--- src/verilog/retimer_regs_pkg.sv ---
package retimer_regs_pkg;

	// ****************************************
	// Register offsets
	// ****************************************
	localparam logic [7:0] ADDR_RETIMER_CTRL = 8'h42;
	localparam logic [7:0] ADDR_RETIME_EDGE = 8'h43;
	localparam logic [7:0] ADDR_RSVD_SETTINGS_44 = 8'h44;
	localparam logic [7:0] ADDR_CONV_START = 8'h45;
	localparam logic [7:0] ADDR_RSVD_READBACK_LOW = 8'h46;
	localparam logic [7:0] ADDR_RSVD_READBACK_MID = 8'h47;
	localparam logic [7:0] ADDR_RSVD_READBACK_HIGH = 8'h48;
	localparam logic [7:0] ADDR_DEVICE_STATUS = 8'h49;
	localparam logic [7:0] ADDR_RSVD_STATUS_4A = 8'h4a;
	localparam logic [7:0] ADDR_OSC_CORE = 8'h4b;
	localparam logic [7:0] ADDR_TEMP_MAGNITUDE = 8'h4c;
	localparam logic [7:0] ADDR_TEMP_SIGN = 8'h4d;
	localparam logic [7:0] ADDR_RSVD_STATUS_4E = 8'h4e;
	localparam logic [7:0] ADDR_OSC_BAND = 8'h4f;
	localparam logic [7:0] ADDR_RSVD_STATUS_50 = 8'h50;
	localparam logic [7:0] ADDR_OSC_BIAS = 8'h51;
	localparam logic [7:0] ADDR_RSVD_STATUS_52 = 8'h52;
	localparam logic [7:0] ADDR_RSVD_STATUS_53 = 8'h53;
	localparam logic [7:0] ADDR_DIE_REVISION = 8'h54;

	// ****************************************
	// Field positions
	// ****************************************
	localparam int BIT_MON_POWER_DOWN = 6;
	localparam int BIT_BUFFER_SELECT = 5;
	localparam int BIT_MON_CLEAR = 4;
	localparam int BIT_EDGE_SELECT = 7;
	localparam int RETIME_DELAY_W = 7;
	localparam int BIT_CONV_START = 0;
	localparam int BIT_ST_PULSE_EN = 7;
	localparam int BIT_ST_CLOCK_EN = 6;
	localparam int BIT_ST_TIMING_GOOD = 5;
	localparam int BIT_ST_REF_GOOD = 3;
	localparam int BIT_ST_ADC_BUSY = 2;
	localparam int BIT_ST_CAL_BUSY = 1;
	localparam int BIT_ST_LOCKED = 0;

	// ****************************************
	// Reset values
	// ****************************************
	localparam logic [7:0] RESET_RETIMER_CTRL = 8'h00;
	localparam logic [7:0] RESET_RETIME_EDGE = 8'h00;
	localparam logic [7:0] RESET_RSVD_SETTINGS = 8'h00;
	localparam logic [8:0] RESET_TEMPERATURE = 9'h000;

	// ****************************************
	// Timing
	// ****************************************
	localparam int REF_CLK_PERIOD_NS = 4;
	localparam int OUT_CLK_PERIOD_NS = 8;
	localparam int OUT_CLK_CYCLES = OUT_CLK_PERIOD_NS / REF_CLK_PERIOD_NS;
	localparam int HALF_OUT_CLK_CYCLES = (OUT_CLK_PERIOD_NS / 2) / REF_CLK_PERIOD_NS;

	// ****************************************
	// Types
	// ****************************************
	typedef enum logic {ADC_IDLE, ADC_BUSY} adc_state_type;

	typedef struct packed {
		logic wr;
		logic rd;
		logic [7:0] addr;
		logic [7:0] wdata;
	} reg_req_type;

	typedef struct packed {
		logic locked;
		logic ref_good;
		logic cal_busy;
		logic monitor_pass;
		logic [1:0] osc_core;
		logic [7:0] osc_band;
		logic [3:0] osc_bias;
	} analog_status_type;

	typedef struct packed {
		logic valid;
		logic sign;
		logic [7:0] magnitude;
	} adc_result_type;

endpackage

--- src/verilog/pin_sync3.sv ---
`timescale 1ns/1ps
module pin_sync3
	import retimer_regs_pkg::*;
(
	input wire logic ref_clk,
	input wire logic rst_n,
	input wire logic pin,
	output logic level
);

	typedef struct packed {
		logic s1;
		logic s2;
		logic s3;
		logic level;
	} sync_type;

	sync_type s;
	sync_type next_s;

	// Only s2 and s3 are compared; s1 may be metastable
	always_comb begin
		next_s = s;
		next_s.s1 = pin;
		next_s.s2 = s.s1;
		next_s.s3 = s.s2;
		if (s.s2 == s.s3) begin
			next_s.level = s.s2;
		end
	end

	always_ff @(posedge ref_clk or negedge rst_n) begin
		if (!rst_n) begin
			s <= '0;
		end else begin
			s <= next_s;
		end
	end

	assign level = s.level;
endmodule

--- src/verilog/pulse_retimer.sv ---
`timescale 1ns/1ps
module pulse_retimer
	import retimer_regs_pkg::*;
#(
	parameter int DELAY_W = RETIME_DELAY_W
)
(
	input wire logic ref_clk,
	input wire logic rst_n,
	input wire logic pulse_in,
	input wire logic edge_invert,
	input wire logic [DELAY_W-1:0] delay,
	output logic pulse_out,
	output logic clock_out
);

	localparam int TAPS = OUT_CLK_CYCLES * (2 ** DELAY_W) + HALF_OUT_CLK_CYCLES;

	generate
		if (DELAY_W < 1 || DELAY_W > 8) begin : g_bad_width
			$error("pulse_retimer: DELAY_W must lie in 1..8");
		end
	endgenerate

	typedef struct packed {
		logic phase;
		logic sample;
		logic [TAPS-1:0] line;
		logic pulse_out;
	} retimer_type;

	retimer_type s;
	retimer_type next_s;
	logic [DELAY_W+1:0] tap;

	// ****************************************
	// Retiming and delay line
	// ****************************************
	// The output clock runs at half the ref clock, so half its period is one cycle
	always_comb begin
		next_s = s;
		tap = (DELAY_W+2)'(OUT_CLK_CYCLES) * {2'b00, delay} + (DELAY_W+2)'(edge_invert ? HALF_OUT_CLK_CYCLES : 0);
		next_s.phase = ~s.phase;
		if (!s.phase) begin
			next_s.sample = pulse_in;
		end
		next_s.line = {s.line[TAPS-2:0], s.sample};
		next_s.pulse_out = s.line[tap];
	end

	always_ff @(posedge ref_clk or negedge rst_n) begin
		if (!rst_n) begin
			s <= '0;
		end else begin
			s <= next_s;
		end
	end

	assign pulse_out = s.pulse_out;
	assign clock_out = s.phase;

endmodule

--- src/verilog/retimer_status_control_regs.sv ---
`timescale 1ns/1ps
module retimer_status_control_regs
	import retimer_regs_pkg::*;
#(
	parameter logic [7:0] DIE_REVISION_CODE = 8'h5a // Arbitrary value
)
(
	input wire logic ref_clk,
	input wire logic rst_n,
	input wire reg_req_type reg_req,
	output logic [7:0] rd_data,
	output logic rd_valid,
	input wire logic pulse_enable_pin,
	input wire logic clock_enable_pin,
	input wire logic pulse_in_pin,
	input wire analog_status_type analog_status,
	input wire adc_result_type adc_result,
	output logic temp_conversion_start,
	output logic pulse_input_buffer_select,
	output logic hold_monitor_latch_clear,
	output logic hold_monitor_power_down,
	output logic retimed_pulse_out,
	output logic retime_clock_out
);

	// ****************************************
	// State
	// ****************************************
	typedef struct packed {
		logic [7:0] ctrl;
		logic [7:0] retime;
		logic [7:0] rsvd44;
		logic start_bit;
		logic start_pulse;
		adc_state_type adc_state;
		logic [8:0] temperature;
		logic timing_latch;
		logic [7:0] rd_data;
		logic rd_valid;
	} regs_type;

	regs_type s;
	regs_type next_s;

	logic pulse_enable_pin_state;
	logic clock_enable_pin_state;
	logic pulse_sync;
	logic [7:0] status_byte;
	logic [7:0] read_value;
	logic write_ctrl;
	logic write_retime;
	logic write_start;
	logic start_request;

	// ****************************************
	// Pin synchronisers
	// ****************************************
	pin_sync3 u_sync_pulse_enable (
		.ref_clk(ref_clk),
		.rst_n(rst_n),
		.pin(pulse_enable_pin),
		.level(pulse_enable_pin_state)
	);

	pin_sync3 u_sync_clock_enable (
		.ref_clk(ref_clk),
		.rst_n(rst_n),
		.pin(clock_enable_pin),
		.level(clock_enable_pin_state)
	);

	pin_sync3 u_sync_pulse (
		.ref_clk(ref_clk),
		.rst_n(rst_n),
		.pin(pulse_in_pin),
		.level(pulse_sync)
	);

	// ****************************************
	// Pulse retimer
	// ****************************************
	// Field value 0 means inverted, so the invert input is the complement
	pulse_retimer #(
		.DELAY_W(RETIME_DELAY_W)
	) u_retimer (
		.ref_clk(ref_clk),
		.rst_n(rst_n),
		.pulse_in(pulse_sync),
		.edge_invert(~s.retime[BIT_EDGE_SELECT]),
		.delay(s.retime[RETIME_DELAY_W-1:0]),
		.pulse_out(retimed_pulse_out),
		.clock_out(retime_clock_out)
	);

	// ****************************************
	// Write decode
	// ****************************************
	assign write_ctrl = reg_req.wr && (reg_req.addr == ADDR_RETIMER_CTRL);
	assign write_retime = reg_req.wr && (reg_req.addr == ADDR_RETIME_EDGE);
	assign write_start = reg_req.wr && (reg_req.addr == ADDR_CONV_START);
	assign start_request = write_start && reg_req.wdata[BIT_CONV_START];

	// ****************************************
	// Status byte
	// ****************************************
	// Bit 4 is reserved and reads zero
	always_comb begin
		status_byte = 8'h00;
		status_byte[BIT_ST_PULSE_EN] = pulse_enable_pin_state;
		status_byte[BIT_ST_CLOCK_EN] = clock_enable_pin_state;
		status_byte[BIT_ST_TIMING_GOOD] = s.timing_latch;
		status_byte[BIT_ST_REF_GOOD] = analog_status.ref_good;
		status_byte[BIT_ST_ADC_BUSY] = (s.adc_state == ADC_BUSY);
		status_byte[BIT_ST_CAL_BUSY] = analog_status.cal_busy;
		status_byte[BIT_ST_LOCKED] = analog_status.locked;
	end

	// ****************************************
	// Read mux
	// ****************************************
	// Unmapped and reserved read-only addresses answer zero
	always_comb begin
		read_value = 8'h00;
		case (reg_req.addr)
			ADDR_RETIMER_CTRL: begin
				read_value = s.ctrl;
			end
			ADDR_RETIME_EDGE: begin
				read_value = s.retime;
			end
			ADDR_RSVD_SETTINGS_44: begin
				read_value = s.rsvd44;
			end
			ADDR_CONV_START: begin
				read_value = {7'h00, s.start_bit};
			end
			ADDR_DEVICE_STATUS: begin
				read_value = status_byte;
			end
			ADDR_OSC_CORE: begin
				read_value = {6'h00, analog_status.osc_core};
			end
			ADDR_TEMP_MAGNITUDE: begin
				read_value = s.temperature[7:0];
			end
			ADDR_TEMP_SIGN: begin
				read_value = {7'h00, s.temperature[8]};
			end
			ADDR_OSC_BAND: begin
				read_value = analog_status.osc_band;
			end
			ADDR_OSC_BIAS: begin
				read_value = {4'h0, analog_status.osc_bias};
			end
			ADDR_DIE_REVISION: begin
				read_value = DIE_REVISION_CODE;
			end
			default: begin
				read_value = 8'h00;
			end
		endcase
	end

	// ****************************************
	// Next state
	// ****************************************
	always_comb begin
		next_s = s;
		next_s.start_pulse = 1'b0;
		next_s.rd_valid = reg_req.rd;
		if (reg_req.rd) begin
			next_s.rd_data = read_value;
		end
		// Reserved bits of the control register store whatever is written
		if (write_ctrl) begin
			next_s.ctrl = reg_req.wdata;
		end
		if (write_retime) begin
			next_s.retime = reg_req.wdata;
		end
		if (reg_req.wr && (reg_req.addr == ADDR_RSVD_SETTINGS_44)) begin
			next_s.rsvd44 = reg_req.wdata;
		end
		if (write_start) begin
			next_s.start_bit = reg_req.wdata[BIT_CONV_START];
		end
		// A result always lands in the temperature registers
		if (adc_result.valid) begin
			next_s.temperature = {adc_result.sign, adc_result.magnitude};
		end
		// Busy state; a new start beats a completing result in the same cycle
		case (s.adc_state)
			ADC_IDLE: begin
				if (start_request) begin
					next_s.adc_state = ADC_BUSY;
					next_s.start_pulse = 1'b1;
				end
			end
			ADC_BUSY: begin
				if (start_request) begin
					next_s.start_pulse = 1'b1;
				end else if (adc_result.valid) begin
					next_s.adc_state = ADC_IDLE;
				end
			end
			default: begin
				next_s.adc_state = ADC_IDLE;
			end
		endcase
		// Monitor latch: clear or power-down dominate a passing check
		if (s.ctrl[BIT_MON_CLEAR] || s.ctrl[BIT_MON_POWER_DOWN]) begin
			next_s.timing_latch = 1'b0;
		end else if (analog_status.monitor_pass) begin
			next_s.timing_latch = 1'b1;
		end
	end

	// ****************************************
	// Registers
	// ****************************************
	always_ff @(posedge ref_clk or negedge rst_n) begin
		if (!rst_n) begin
			s.ctrl <= RESET_RETIMER_CTRL;
			s.retime <= RESET_RETIME_EDGE;
			s.rsvd44 <= RESET_RSVD_SETTINGS;
			s.start_bit <= 1'b0;
			s.start_pulse <= 1'b0;
			s.adc_state <= ADC_IDLE;
			s.temperature <= RESET_TEMPERATURE;
			s.timing_latch <= 1'b0;
			s.rd_data <= 8'h00;
			s.rd_valid <= 1'b0;
		end else begin
			s <= next_s;
		end
	end

	// ****************************************
	// Outputs
	// ****************************************
	assign rd_data = s.rd_data;
	assign rd_valid = s.rd_valid;
	assign temp_conversion_start = s.start_pulse;
	assign pulse_input_buffer_select = s.ctrl[BIT_BUFFER_SELECT];
	assign hold_monitor_latch_clear = s.ctrl[BIT_MON_CLEAR];
	assign hold_monitor_power_down = s.ctrl[BIT_MON_POWER_DOWN];
endmodule
--- config.mk ---
export PLATFORM = sky130hd
export DESIGN_NAME = retimer_status_control_regs
export DESIGN_NICKNAME = d
export VERILOG_FILES = /design/src/verilog/retimer_regs_pkg.sv /design/src/verilog/pin_sync3.sv /design/src/verilog/pulse_retimer.sv /design/src/verilog/retimer_status_control_regs.sv
export SDC_FILE = /design/constraint.sdc
export NUM_CORES = 1
export LEC_CHECK = 0
export BUFFER_PORTS_ARGS = -buffer_cell sky130_fd_sc_hd__buf_2
export CAP_MARGIN = 10
export CELL_PAD_IN_SITES_DETAIL_PLACEMENT = 1
export CELL_PAD_IN_SITES_GLOBAL_PLACEMENT = 1
export CORE_ASPECT_RATIO = 0.7
export CORE_MARGIN = 1.5
export CORE_UTILIZATION = 45
export DETAILED_ROUTE_END_ITERATION = 6
export MAX_ROUTING_LAYER = met4
export PLACE_DENSITY = 0.71
export REMOVE_ABC_BUFFERS = 1
export SYNTH_ARGS = -nofsm -noshare
export SYNTH_HDL_FRONTEND = slang
export SYNTH_SLANG_ARGS = --single-unit
export TNS_END_PERCENT = 5
--- constraint.sdc ---
create_clock -name ref_clk -period 4.6 [get_ports ref_clk]
set_input_delay 1.15 -clock ref_clk [delete_from_list [all_inputs] [get_ports ref_clk]]
set_output_delay 1.15 -clock ref_clk [all_outputs]
set_load 0.03 [all_outputs]
==> impl_metrics.yaml <==
clocking:
  root_buffer: "clkbuf_16"
  htree_num_levels: 1
  post-cts-setup-buffers: 0
  cts_tree: "yes"
  clockBufferDepth: 3
  cts-resized-gates: 0
  cts_buffers: 29
  insertion_delay_ns: 0.54
  cts.clk_slew.worst_paths_ns: 0.06
  hold_buffers: 0
  cts_num_sinks: 317
placed_design:
  placed_cell_area_um2: 11700
  place_congestion: 0.838
  portBuffers: 65
  dp_hpwl_mm: 15.6
synthesis:
  synth_cells: 615
  ys.flop_type: "dfrtp_1"
  ys_seq_area_share_pct: 71.3
  async_flop_share_pct: 100
  avgSynthCellArea_um2: 18.1
  ys_ff_latch: 317
  yosysWarnings: 0
  synth_edf_count: 0
  syn_area_um2: 11100
  synthTopCellsByArea: "dfrtp_1 (71%), mux4_2 (12%), mux2_2 (2.5%)"
  yosys.area.top_type: "dfrtp_1"
  synth_top_area_share_pct: 71.3
  yosysUniqueCellTypes: 49
floorplan:
  die_h_um: 135
  num_rows: 47
  num_io_pins: 66
  initial_core_util_pct: 46.5
  die_w_um: 191
  core_um2: 23900
  die_area_um2: 25700
timing:
  maxSlewViolCount: 0
  clock_skew_ns: 0.0146
  tightest_slew_ns: 0.922
  relSlewSlack_pct: 37.9
  period_needed_ns: 3.03
  setup_viol: 0
  rsz0062_at_grt: "no"
  clock.fmax_mhz: 330
  finalSetupTns_ns: 0
  hold_viol: 0
  period_share_pct: 65.8
layout:
  fillerInstances: 2167
  final_layout_size_suffix_gt1_share_pct: 31.3
  post-route-util_pct: 53.0
  antenna-diode-count: 0
  syn2layout_area_growth_pct: 13.9
  finalNetCount: 732
  final_cell_area_um2: 12700
min_path:
  hold_class: "reg -> reg"
  worstHoldStart: "u_sync_clock_enable.next_s[2]"
  min_delay_worst_endpoint: "u_sync_clock_enable.next_s[1]"
  hold_depth: 0
power_and_ir_drop:
  p_total_mw: 5.56
  p_per_area_nw_per_um2: 439
  ir_worst_vdd_mv: 0.279
  p_leak_nw: 5.88
critical_path:
  path_class: "reg -> reg"
  critPathMaxFanout: 39
  r2r-end: "u_retimer.pulse_out"
  end_kind: "flip-flop"
  crit_required_ns: 5.02
  r2r_slack_ns: 1.57
  worstPathArrival_ns: 3.45
  reg2regPathDepth: 7
  r2r_start: "s[37]"
  cp-startpoint: "s[37]"
  critPathLaunchType: "flip-flop"
grt:
  grt_pass1_wl_mm: 38.9
  grtUsageTotal_pct: 20.4
  antenna_found_initial: 0
  grt_overflow: 0
  grt_pass1_vias: 6583
  grt_max_degree: 115
outcome:
  outcome: "finished, final reports clean"
route:
  drt_iter0_markers: 313
  ant_nets: 0
  route.detailed.wl_per_inst_um: 23.8
  route.detailed.drc: 0
  vias: 5808
  wl_mm: 24.2
  drt_first_pass_iters: 4
  via_per_inst: 5.71
run:
  drv_cap: 0
-- layout by cell type (no fill, tap or decap), drive strengths merged, types with 3 or more instances in the layout --
cell / count
clkinvlp: 3
o21ai: 5
nor4: 8
maj3: 3
a21oi: 14
a41oi: 5
a222oi: 3
clkinv: 6
buf: 77
nand2: 16
a221oi: 7
nor2: 13
a211oi: 3
mux2i: 11
a22oi: 34
mux4: 64
nor2b: 4
dfrtp: 317
mux2: 32
inv: 7
bufinv: 3
nand3: 3
nand2b: 3
clkbuf: 37
-- worst max-delay path, cell delays in order, from the launching register on --
cell      delay, ns
dfrtp_4        0.93
buf_4          0.36
mux4_2         0.53
mux2i_1        0.25
a221oi_1       0.14
a22oi_1        0.38
o211ai_1       0.15
o21a_1         0.13
-- synthesized netlist by cell type, drive strengths merged (4+ instances only) --
cell type,count
dfrtp,317
mux4,64
a22oi,34
mux2,32
clkbuf,22
buf,20
nand2,16
a21oi,14
nor2,13
mux2i,11
nor4,8
a221oi,7
inv,7
a41oi,5
o21ai,5
nor2b,4
-- cell type report --
class                      count  area, um^2  area share [%]
sequential                   317        7940            62.6
timing repair buffer          77         438            3.46
multi-input combinational    249        2930            23.1
tap                          318         398            3.14
clock buffer                  37         796            6.28
inverter                       7        26.3           0.207
clock inverter                12         146            1.15
-- report_power, final --
| group | total [mW] | internal [mW] | switching [mW] |
|---|---|---|---|
| logic | 0.253 | 0.102 | 0.150 |
| registers | 2.93 | 2.86 | 0.0701 |
| clock network | 2.38 | 1.38 | 0.995 |
| total | 5.56 | 4.35 | 1.21 |
-- metal layers --
| metal | track usage, % | share of wire (%) |
|---|---|---|
| met5 | - | 0 |
| met4 | 3.89 | 1.6 |
| met3 | 3.20 | 3.8 |
| met2 | 31.0 | 48 |
| met1 | 29.8 | 47 |
-- how the worst max path moves through the flow --
stage	cells past startpoint	endpoint	slack, ns
finish	7	u_retimer.pulse_out	1.57
global route	7	u_retimer.pulse_out	1.35
CTS	7	u_retimer.pulse_out	1.53
detailed placement	5	s[29]	1.35
global placement	5	s[28]	1.43
floorplan	6	u_retimer.pulse_out	0.44
-- stage by stage --
step,setup slack [ns],std cells,hold WS (ns)
final,1.57,1017,0.351
after global routing,1.35,1017,0.353
after CTS,1.53,1017,0.352
after detailed placement,1.35,968,0.339
after global placement,1.43,968,0.335
after floorplan,0.439,573,0.331
-- flip-flops by register name, indices dropped and copies added (netlist names), 2 cells and up --
register and flops:
u_sync_pulse.next_s 2, u_sync_clock_enable.next_s 2, u_sync_pulse_enable.next_s 2, rd_data 8
u_retimer.next_s 257, s 33
-- kinds of logic (layout without fill, tap and decap cells) --
family | count (synthesis) | count (layout) | share of synthesized area [%]
fa+ha+maj | 3 | 3 | 0.270
buf+inv | 49 | 133 | 2.37
mux | 107 | 107 | 17.6
compound gates | 80 | 80 | 5.28
simple gates | 59 | 59 | 3.18
flops | 317 | 317 | 71.3
No activity file was read; power rests on OpenSTA's default activity.
